$ cat config.mk
export PLATFORM = sky130hd
export DESIGN_NAME = harvester_power_mode_fsm
export DESIGN_NICKNAME = d
export VERILOG_FILES = /design/src/include/harvester_pkg.sv /design/src/logic/flag_sync.sv /design/src/logic/harvester_power_mode_fsm.sv
export VERILOG_INCLUDE_DIRS = /design/src /design/src/include
export SDC_FILE = /design/constraint.sdc
export NUM_CORES = 1
export LEC_CHECK = 0
export BUFFER_PORTS_ARGS = -buffer_cell sky130_fd_sc_hd__buf_2
export CORE_ASPECT_RATIO = 2
export CORE_MARGIN = 1.5
export CORE_UTILIZATION = 60
export CTS_CLUSTER_SIZE = 20
export DETAILED_ROUTE_END_ITERATION = 10
export GPL_TIMING_DRIVEN = 0
export PLACE_DENSITY = 0.8
export SYNTH_ARGS = -nofsm -noshare
export SYNTH_HDL_FRONTEND = slang
export SYNTH_SLANG_ARGS = --single-unit
$ cat constraint.sdc
create_clock -name sys_clk_i -period 2.9 [get_ports sys_clk_i]
set_input_delay 0.29 -clock sys_clk_i [delete_from_list [all_inputs] [get_ports sys_clk_i]]
set_output_delay 0.29 -clock sys_clk_i [all_outputs]
set_load 0.005 [all_outputs]
$ cat src/include/harvester_cfg.svh
// Timing constants and encodings for the harvester power mode sequencer.
`ifndef HARVESTER_CFG_SVH
`define HARVESTER_CFG_SVH

// ----------------------------------------------------------------------------
// Clock and timing
// ----------------------------------------------------------------------------
`define CLK_HZ 50000000
`define SAMPLE_TIME_MS 328
`define SAMPLE_PERIOD_S 21
`define GRACE_TIME_MS 600
`define SAMPLE_CYCLES ((`CLK_HZ / 1000) * `SAMPLE_TIME_MS)
`define PERIOD_CYCLES (`CLK_HZ * `SAMPLE_PERIOD_S)
`define GRACE_CYCLES ((`CLK_HZ / 1000) * `GRACE_TIME_MS)
`define TIMER_W 32
`define SYNC_RESET 2'h0

`endif

$ cat src/include/harvester_pkg.sv
// Types shared by the harvester power mode sequencer.
package harvester_pkg;

    typedef enum logic [2:0]
    {
        MODE_DEEP_SLEEP,
        MODE_WAKE_RAILS,
        MODE_WAKE_BOOST,
        MODE_CHARGE,
        MODE_NORMAL,
        MODE_OVERVOLTAGE,
        MODE_PRIMARY,
        MODE_SHUTDOWN
    } power_mode_e;

    typedef struct packed
    {
        logic cold_start_ok;
        logic rails_at_initial;
        logic boost_at_ceiling;
        logic storage_above_ready;
        logic storage_above_ceiling;
        logic storage_below_floor;
        logic primary_available;
    } level_flags_s;

    typedef struct packed
    {
        logic input_switch;
        logic storage_switch;
        logic primary_switch;
        logic cold_start_link;
    } switch_ctrl_s;

endpackage : harvester_pkg

$ cat src/logic/flag_sync.sv
// Two-stage synchroniser for a bundle of comparator flags.
module flag_sync
    import harvester_pkg::*;
(
    input wire logic sys_clk_i,
    input wire logic rst_n_i,
    input wire level_flags_s raw_i,
    output level_flags_s sync_o
);

    localparam int FLAG_W = $bits(level_flags_s);

    logic [FLAG_W-1:0] stage1;
    logic [FLAG_W-1:0] stage2;

    genvar g;
    generate
        for (g = 0; g < FLAG_W; g++)
        begin : g_bit
            always_ff @(posedge sys_clk_i or negedge rst_n_i)
            begin
                if (!rst_n_i)
                begin
                    stage1[g] <= 1'b0;
                    stage2[g] <= 1'b0;
                end
                else
                begin
                    stage1[g] <= raw_i[g];
                    stage2[g] <= stage1[g];
                end
            end
        end
    endgenerate

    assign sync_o = level_flags_s'(stage2);

endmodule : flag_sync

$ cat src/logic/harvester_power_mode_fsm.sv
// Power mode sequencer for an ambient energy harvesting power manager.
//
// Function
// Cold-start detect moves deep sleep to wake-up.
// Wake-up raises both rails, then boost alone.
// Wake-up keeps LDOs off and ready low.
// Cold-start link held until rails reach initial.
// Storage charging keeps LDOs off, ready low.
// Storage at ready level enters normal, ready.
// Charged battery at ceiling skips charging phase.
// Host enables LDOs only after ready asserted.
// Normal holds between floor and ceiling.
// Storage above ceiling enters overvoltage.
// Below floor: primary if available, else shutdown.
// Normal mode keeps storage switch closed.
// Storage at floor opens storage switch; code opens it in shutdown and deep sleep only, primary mode keeps it closed.
// Primary closes primary switch, opens input switch.
// Input switch periodically opened for sampling.
// High-rail enable driven or strapped by host.
// Low-rail enable driven or strapped by host.
// Sampling lasts 328 ms every 21 s.
// Primary available when quarter voltage exceeds reference.
// Low-battery warning through primary; exit at ready.
// Shutdown grace 600 ms, recover or deep sleep.
// Flags synchronised; mode resets to deep sleep.
// LDO on only in permitting mode and pin high.
`include "harvester_cfg.svh"

module harvester_power_mode_fsm
    import harvester_pkg::*;
#(
    parameter logic [`TIMER_W-1:0] SAMPLE_CYCLES = `TIMER_W'(`SAMPLE_CYCLES),
    parameter logic [`TIMER_W-1:0] PERIOD_CYCLES = `TIMER_W'(`PERIOD_CYCLES),
    parameter logic [`TIMER_W-1:0] GRACE_CYCLES = `TIMER_W'(`GRACE_CYCLES)
)
(
    input wire logic sys_clk_i,
    input wire logic rst_n_i,
    input wire logic cold_start_ok_i,
    input wire logic rails_at_initial_i,
    input wire logic boost_at_ceiling_i,
    input wire logic storage_above_ready_i,
    input wire logic storage_above_ceiling_i,
    input wire logic storage_below_floor_i,
    input wire logic primary_above_reference_i,
    input wire logic external_cold_start_i,
    input wire logic low_rail_enable_i,
    input wire logic high_rail_enable_i,
    output logic low_ldo_on_o,
    output logic high_ldo_on_o,
    output logic ready_o,
    output logic low_battery_o,
    output logic sampling_o,
    output logic input_switch_o,
    output logic storage_switch_o,
    output logic primary_switch_o,
    output logic cold_start_link_o,
    output power_mode_e mode_o
);

    // ------------------------------------------------------------------------
    // Flag synchronisation
    // ------------------------------------------------------------------------
    level_flags_s raw_flags;
    level_flags_s flags;

    // The primary comparator already compares one quarter of the cell voltage.
    always_comb
    begin
        raw_flags.cold_start_ok = cold_start_ok_i;
        raw_flags.rails_at_initial = rails_at_initial_i;
        raw_flags.boost_at_ceiling = boost_at_ceiling_i;
        raw_flags.storage_above_ready = storage_above_ready_i;
        raw_flags.storage_above_ceiling = storage_above_ceiling_i;
        raw_flags.storage_below_floor = storage_below_floor_i;
        raw_flags.primary_available = primary_above_reference_i;
    end

    flag_sync u_flag_sync
    (
        .sys_clk_i(sys_clk_i),
        .rst_n_i(rst_n_i),
        .raw_i(raw_flags),
        .sync_o(flags)
    );

    // ------------------------------------------------------------------------
    // Mode decoding
    // ------------------------------------------------------------------------
    function automatic logic ldo_permitted(input power_mode_e m);
        ldo_permitted = (m == MODE_NORMAL) || (m == MODE_OVERVOLTAGE) ||
                        (m == MODE_PRIMARY) || (m == MODE_SHUTDOWN);
    endfunction : ldo_permitted

    function automatic logic sampling_permitted(input power_mode_e m);
        sampling_permitted = (m == MODE_NORMAL) || (m == MODE_SHUTDOWN) ||
                             (m == MODE_WAKE_BOOST) || (m == MODE_CHARGE);
    endfunction : sampling_permitted

    // ------------------------------------------------------------------------
    // Mode state
    // ------------------------------------------------------------------------
    power_mode_e mode;
    power_mode_e next_mode;
    logic [`TIMER_W-1:0] grace_count;
    logic grace_expired;

    assign grace_expired = (grace_count >= GRACE_CYCLES - `TIMER_W'(1));

    always_comb
    begin
        next_mode = mode;
        case (mode)
            MODE_DEEP_SLEEP:
            begin
                if (flags.cold_start_ok)
                begin
                    next_mode = MODE_WAKE_RAILS;
                end
            end
            MODE_WAKE_RAILS:
            begin
                if (flags.rails_at_initial)
                begin
                    next_mode = MODE_WAKE_BOOST;
                end
            end
            MODE_WAKE_BOOST:
            begin
                if (flags.boost_at_ceiling)
                begin
                    if (flags.storage_above_ready)
                    begin
                        next_mode = MODE_NORMAL;
                    end
                    else
                    begin
                        next_mode = MODE_CHARGE;
                    end
                end
            end
            MODE_CHARGE:
            begin
                if (flags.storage_above_ready)
                begin
                    next_mode = MODE_NORMAL;
                end
            end
            MODE_NORMAL:
            begin
                if (flags.storage_above_ceiling)
                begin
                    next_mode = MODE_OVERVOLTAGE;
                end
                else if (flags.storage_below_floor)
                begin
                    if (flags.primary_available)
                    begin
                        next_mode = MODE_PRIMARY;
                    end
                    else
                    begin
                        next_mode = MODE_SHUTDOWN;
                    end
                end
                else
                begin
                    next_mode = MODE_NORMAL;
                end
            end
            MODE_OVERVOLTAGE:
            begin
                if (!flags.storage_above_ceiling)
                begin
                    next_mode = MODE_NORMAL;
                end
            end
            MODE_PRIMARY:
            begin
                if (flags.storage_above_ready)
                begin
                    next_mode = MODE_NORMAL;
                end
            end
            MODE_SHUTDOWN:
            begin
                if (flags.storage_above_ready)
                begin
                    next_mode = MODE_NORMAL;
                end
                else if (grace_expired)
                begin
                    next_mode = MODE_DEEP_SLEEP;
                end
            end
            default:
            begin
                next_mode = MODE_DEEP_SLEEP;
            end
        endcase
    end

    always_ff @(posedge sys_clk_i or negedge rst_n_i)
    begin
        if (!rst_n_i)
        begin
            mode <= MODE_DEEP_SLEEP;
        end
        else
        begin
            mode <= next_mode;
        end
    end

    // ------------------------------------------------------------------------
    // Shutdown grace timer
    // ------------------------------------------------------------------------
    always_ff @(posedge sys_clk_i or negedge rst_n_i)
    begin
        if (!rst_n_i)
        begin
            grace_count <= '0;
        end
        else if (mode == MODE_SHUTDOWN && !grace_expired)
        begin
            grace_count <= grace_count + `TIMER_W'(1);
        end
        else if (mode != MODE_SHUTDOWN)
        begin
            grace_count <= '0;
        end
    end

    // ------------------------------------------------------------------------
    // Open-circuit sampling timer
    // ------------------------------------------------------------------------
    logic [`TIMER_W-1:0] sample_count;
    logic sampling;

    // A full period counts from the start of one sample to the next.
    always_ff @(posedge sys_clk_i or negedge rst_n_i)
    begin
        if (!rst_n_i)
        begin
            sample_count <= '0;
            sampling <= 1'b0;
        end
        else if (!sampling_permitted(next_mode))
        begin
            sample_count <= '0;
            sampling <= 1'b0;
        end
        else if (sample_count >= PERIOD_CYCLES - `TIMER_W'(1))
        begin
            sample_count <= '0;
            sampling <= 1'b1;
        end
        else
        begin
            sample_count <= sample_count + `TIMER_W'(1);
            if (sample_count >= SAMPLE_CYCLES - `TIMER_W'(1))
            begin
                sampling <= 1'b0;
            end
        end
    end

    // ------------------------------------------------------------------------
    // Switches and status outputs
    // ------------------------------------------------------------------------
    switch_ctrl_s next_sw;
    switch_ctrl_s sw;

    always_comb
    begin
        next_sw.input_switch = 1'b1;
        next_sw.storage_switch = 1'b1;
        next_sw.primary_switch = 1'b0;
        next_sw.cold_start_link = 1'b0;
        case (next_mode)
            MODE_DEEP_SLEEP:
            begin
                next_sw.storage_switch = 1'b0;
                next_sw.cold_start_link = external_cold_start_i;
            end
            MODE_WAKE_RAILS:
            begin
                next_sw.cold_start_link = external_cold_start_i;
            end
            MODE_PRIMARY:
            begin
                next_sw.input_switch = 1'b0;
                next_sw.primary_switch = 1'b1;
            end
            MODE_SHUTDOWN:
            begin
                next_sw.storage_switch = 1'b0;
            end
            MODE_NORMAL:
            begin
                next_sw.storage_switch = 1'b1;
            end
            default:
            begin
                next_sw.storage_switch = 1'b1;
            end
        endcase
        if (sampling)
        begin
            next_sw.input_switch = 1'b0;
        end
    end

    always_ff @(posedge sys_clk_i or negedge rst_n_i)
    begin
        if (!rst_n_i)
        begin
            sw <= '0;
        end
        else
        begin
            sw <= next_sw;
        end
    end

    always_ff @(posedge sys_clk_i or negedge rst_n_i)
    begin
        if (!rst_n_i)
        begin
            ready_o <= 1'b0;
            low_battery_o <= 1'b0;
            low_ldo_on_o <= 1'b0;
            high_ldo_on_o <= 1'b0;
        end
        else
        begin
            ready_o <= ldo_permitted(next_mode);
            low_battery_o <= (next_mode == MODE_PRIMARY) ||
                             (next_mode == MODE_SHUTDOWN);
            low_ldo_on_o <= ldo_permitted(next_mode) && low_rail_enable_i;
            high_ldo_on_o <= ldo_permitted(next_mode) && high_rail_enable_i;
        end
    end

    assign sampling_o = sampling;
    assign input_switch_o = sw.input_switch;
    assign storage_switch_o = sw.storage_switch;
    assign primary_switch_o = sw.primary_switch;
    assign cold_start_link_o = sw.cold_start_link;
    assign mode_o = mode;

endmodule : harvester_power_mode_fsm

==> impl_metrics.env <==
export IMPL_dieArea_um2=7632
export IMPL_tightest_slew_ns=0.7820
export IMPL_yosys_cell_types_count=44
export IMPL_tns_ns=0
export IMPL_instances_no_fill=565
export IMPL_clkLatencyLatePin_ns=0.34
export IMPL_crit_slowest_cell="or4_1"
export IMPL_path_class="register to register"
export IMPL_slowest_delay_ns=0.55
export IMPL_drc=0
export IMPL_startpoint_type="register"
export IMPL_grt_pass1_vias=3519
export IMPL_arrival_ns=2.97
export IMPL_routed_via_count=3383
export IMPL_relSlewSlack_pct=47.43
export IMPL_dpl_hpwl_mm=6.809
export IMPL_power_density_nw_per_um2=632.0
export IMPL_nets=485
export IMPL_n_fill_cell=582
export IMPL_initial_core_util_pct=61.76
export IMPL_antenna_found_initial=0
export IMPL_cts_buffers=9
export IMPL_multi_input_area_um2=1923
export IMPL_avgSynthCellArea_um2=9.799
export IMPL_track_usage_pct=27.15
export IMPL_cp_max_fo=10
export IMPL_synth_area_leaders="dfrtp_1, xnor2_1, nand2_1, nor3_1, nand3_1"
export IMPL_async_flop_share_pct=100.0
export IMPL_min_path_type="primary input to register"
export IMPL_final_util_pct=70.40
export IMPL_port_buffers=23
export IMPL_slew_viol_final=0
export IMPL_crit_chain="or4_1 > o31a_1 > o41a_1 > nor3_4 > buf_2 > nor3_1"
export IMPL_rsz0062_at_grt="false"
export IMPL_setup_viol=0
export IMPL_hold_viol=0
export IMPL_drt_first_pass_iters=4
export IMPL_synth_area_um2=4253
export IMPL_status="finished, final reports clean"
export IMPL_path_buf_inv=1
export IMPL_synth_seq_cells=90
export IMPL_cellLeakagePower_nw=1.995
export IMPL_die_h_um=122.1
export IMPL_cts_htree_levels=3
export IMPL_gp_congestion=0.8860
export IMPL_diodes=0
export IMPL_synth_top_cell_by_area="dfrtp_1"
export IMPL_dp_cells=549
export IMPL_netlist_area_leader_share_pct=52.96
export IMPL_std_cell_rows=43
export IMPL_finalClockSkew_ns=0.007882
export IMPL_post_drt_via_cell_ratio=5.988
export IMPL_grt_ovfl_total=0
export IMPL_cts_tree="built"
export IMPL_ant_nets=0
export IMPL_wire_per_inst_um=16.92
export IMPL_synthFlopType="dfrtp_1"
export IMPL_seq_area_frac_synth_pct=52.96
export IMPL_clkSinkCount=90
export IMPL_syn_inst=434
export IMPL_clkTransAtPathRegs_ns=0.06
export IMPL_coreArea_um2=6887
export IMPL_routed_wl_mm=9.559
export IMPL_dieWidth_um=62.53
export IMPL_io_pins=24
export IMPL_endpoint_kind="register"
export IMPL_areaGrowthSynthToFinish_pct=14.00
export IMPL_required_ns=3.11
export IMPL_drtIter0Drc=267
export IMPL_cts_root_buf="clkbuf_16"
export IMPL_max_cap_viol_count=0
export IMPL_crit_family="simple AND/OR/NAND/NOR gates"
export IMPL_post_cts_setup_buffers=0
export IMPL_grt_max_degree=49
export IMPL_yosysWarnings=0
export IMPL_grt_pass1_wl_mm=16.13
export IMPL_fin_crit_ns=2.758
export IMPL_clockBufferDepth=2
export IMPL_fin_crit_sh_pct=95.11
export IMPL_drive_above_1_share_pct=11.16
export IMPL_synth_edf_count=0
export IMPL_fmax_mhz=362.5
export IMPL_ff_latch_area_um2=2252
export IMPL_ir_drop_v=0.0005128
[where the power goes]
group          switching (mW)  internal [mW]  total [mW]
Sequential             0.0422           1.33        1.37
Combinational           0.369          0.169       0.538
Clock                   0.467          0.688        1.15
Total                   0.877           2.19        3.06
[cells in the mapped netlist (4+ instances only)]
master and instances:
and3_1 9, buf_2 4, or4_1 8, nand4_1 10
xnor2_1 38, o21a_1 4, inv_1 6, nand2_1 56
nor4b_1 4, xor2_1 7, o31ai_1 5, dfrtp_1 90
o21ai_0 7, nor4_1 19, clkbuf_1 17, nor3_1 36
a21oi_1 11, and2_1 11, nand3_1 26, nor2_1 31
[cell usage in the layout (no fill, tap or decap), types with 2 or more instances in the layout]
| cell type | n |
|---|---|
| a211oi_1 | 2 |
| a21oi_1 | 11 |
| and2_1 | 11 |
| and3_1 | 9 |
| and4_1 | 3 |
| buf_2 | 26 |
| clkbuf_1 | 15 |
| clkbuf_16 | 9 |
| clkbuf_2 | 3 |
| clkinv_4 | 2 |
| conb_1 | 2 |
| dfrtp_1 | 90 |
| ha_1 | 2 |
| inv_1 | 6 |
| nand2_1 | 56 |
| nand3_1 | 26 |
| nand4_1 | 10 |
| nand4bb_1 | 2 |
| nor2_1 | 31 |
| nor2b_1 | 2 |
| nor3_1 | 36 |
| nor4_1 | 18 |
| nor4_2 | 2 |
| nor4b_1 | 4 |
| o21a_1 | 4 |
| o21ai_0 | 7 |
| o221ai_1 | 2 |
| o31a_1 | 3 |
| o31ai_1 | 5 |
| or3_1 | 3 |
| or4_1 | 8 |
| xnor2_1 | 38 |
| xor2_1 | 7 |
[flip-flops by register name (all words and copies together) (netlist names)]
name / flops
mode_o: 3
low_battery_o: 1
u_flag_sync.sync_o: 7
grace_count: 32
low_ldo_on_o: 1
sample_count: 32
input_switch_o: 1
sampling_o: 1
high_ldo_on_o: 1
u_flag_sync.stage1: 7
ready_o: 1
primary_switch_o: 1
cold_start_link_o: 1
storage_switch_o: 1
[cell families after synthesis]
| family | Yosys count | share of synthesized area, % |
|---|---|---|
| adders and majority gates | 2 | 0.5883 |
| other | 1 | 0.08818 |
| DFF | 90 | 52.96 |
| AOI/OAI and AO/OA | 42 | 6.796 |
| buffers and inverters | 27 | 2.501 |
| xor gates and xnor gates | 45 | 9.267 |
| and+or+nand+nor | 227 | 27.80 |
[metrics by stage]
stage | hold slack [ns] | setup slack (ns) | area, um^2 | power [mW]
4_1_cts | 0.04189 | 0.02082 | 4820 | 3.071
6_report | 0.05596 | 0.1417 | 4848 | 3.064
5_1_grt | 0.04140 | 0.006680 | 4848 | 3.193
3_3_place_gp | 0.3347 | 0.03613 | 4484 | 1.900
2_1_floorplan | -0.005591 | 0.4761 | 4257 | 1.714
3_5_place_dp | 0.3193 | 0.01669 | 4514 | 1.913
[cell type report]
type / count / area share, %
timing repair buffer: 25 / 3.200
clock buffer: 11 / 5.006
tap: 90 / 2.323
buffer: 21 / 1.806
inverter: 6 / 0.4645
clock inverter: 4 / 1.084
sequential: 90 / 46.45
multi-input combinational: 318 / 39.66
[worst paths after layout]
kind                                       startpoint                     to  slack [ns]  depth (start not counted)
worst max-delay path                  grace_count[12]        sample_count[7]        0.14                          6
worst min-delay path            storage_above_ready_i  u_flag_sync.stage1[3]        0.06                          1
worst max register to register        grace_count[12]        sample_count[7]        0.14                          6
worst min register to register  u_flag_sync.stage1[4]  u_flag_sync.sync_o[4]        0.35                          0
max in group asynchronous                     rst_n_i       sample_count[20]        1.81                          3
min in group asynchronous                     rst_n_i              mode_o[1]        0.48                          2
[layer usage]
layer	up-vias	GRT usage (%)	wire, um
met3	23	6.002	270
li1	1607	-	-
met2	82	51.61	5524
met5	-	0	0
met1	1671	27.93	3478
met4	0	12.08	286
[what timing repair did]
item                                   4_1_cts  5_1_grt
hold buffers                                 1        0
gates resized for setup                      0       10
endpoints found under the hold margin       42        0
setup endpoints to repair                    0       43
(Power assumes the default switching activity.)
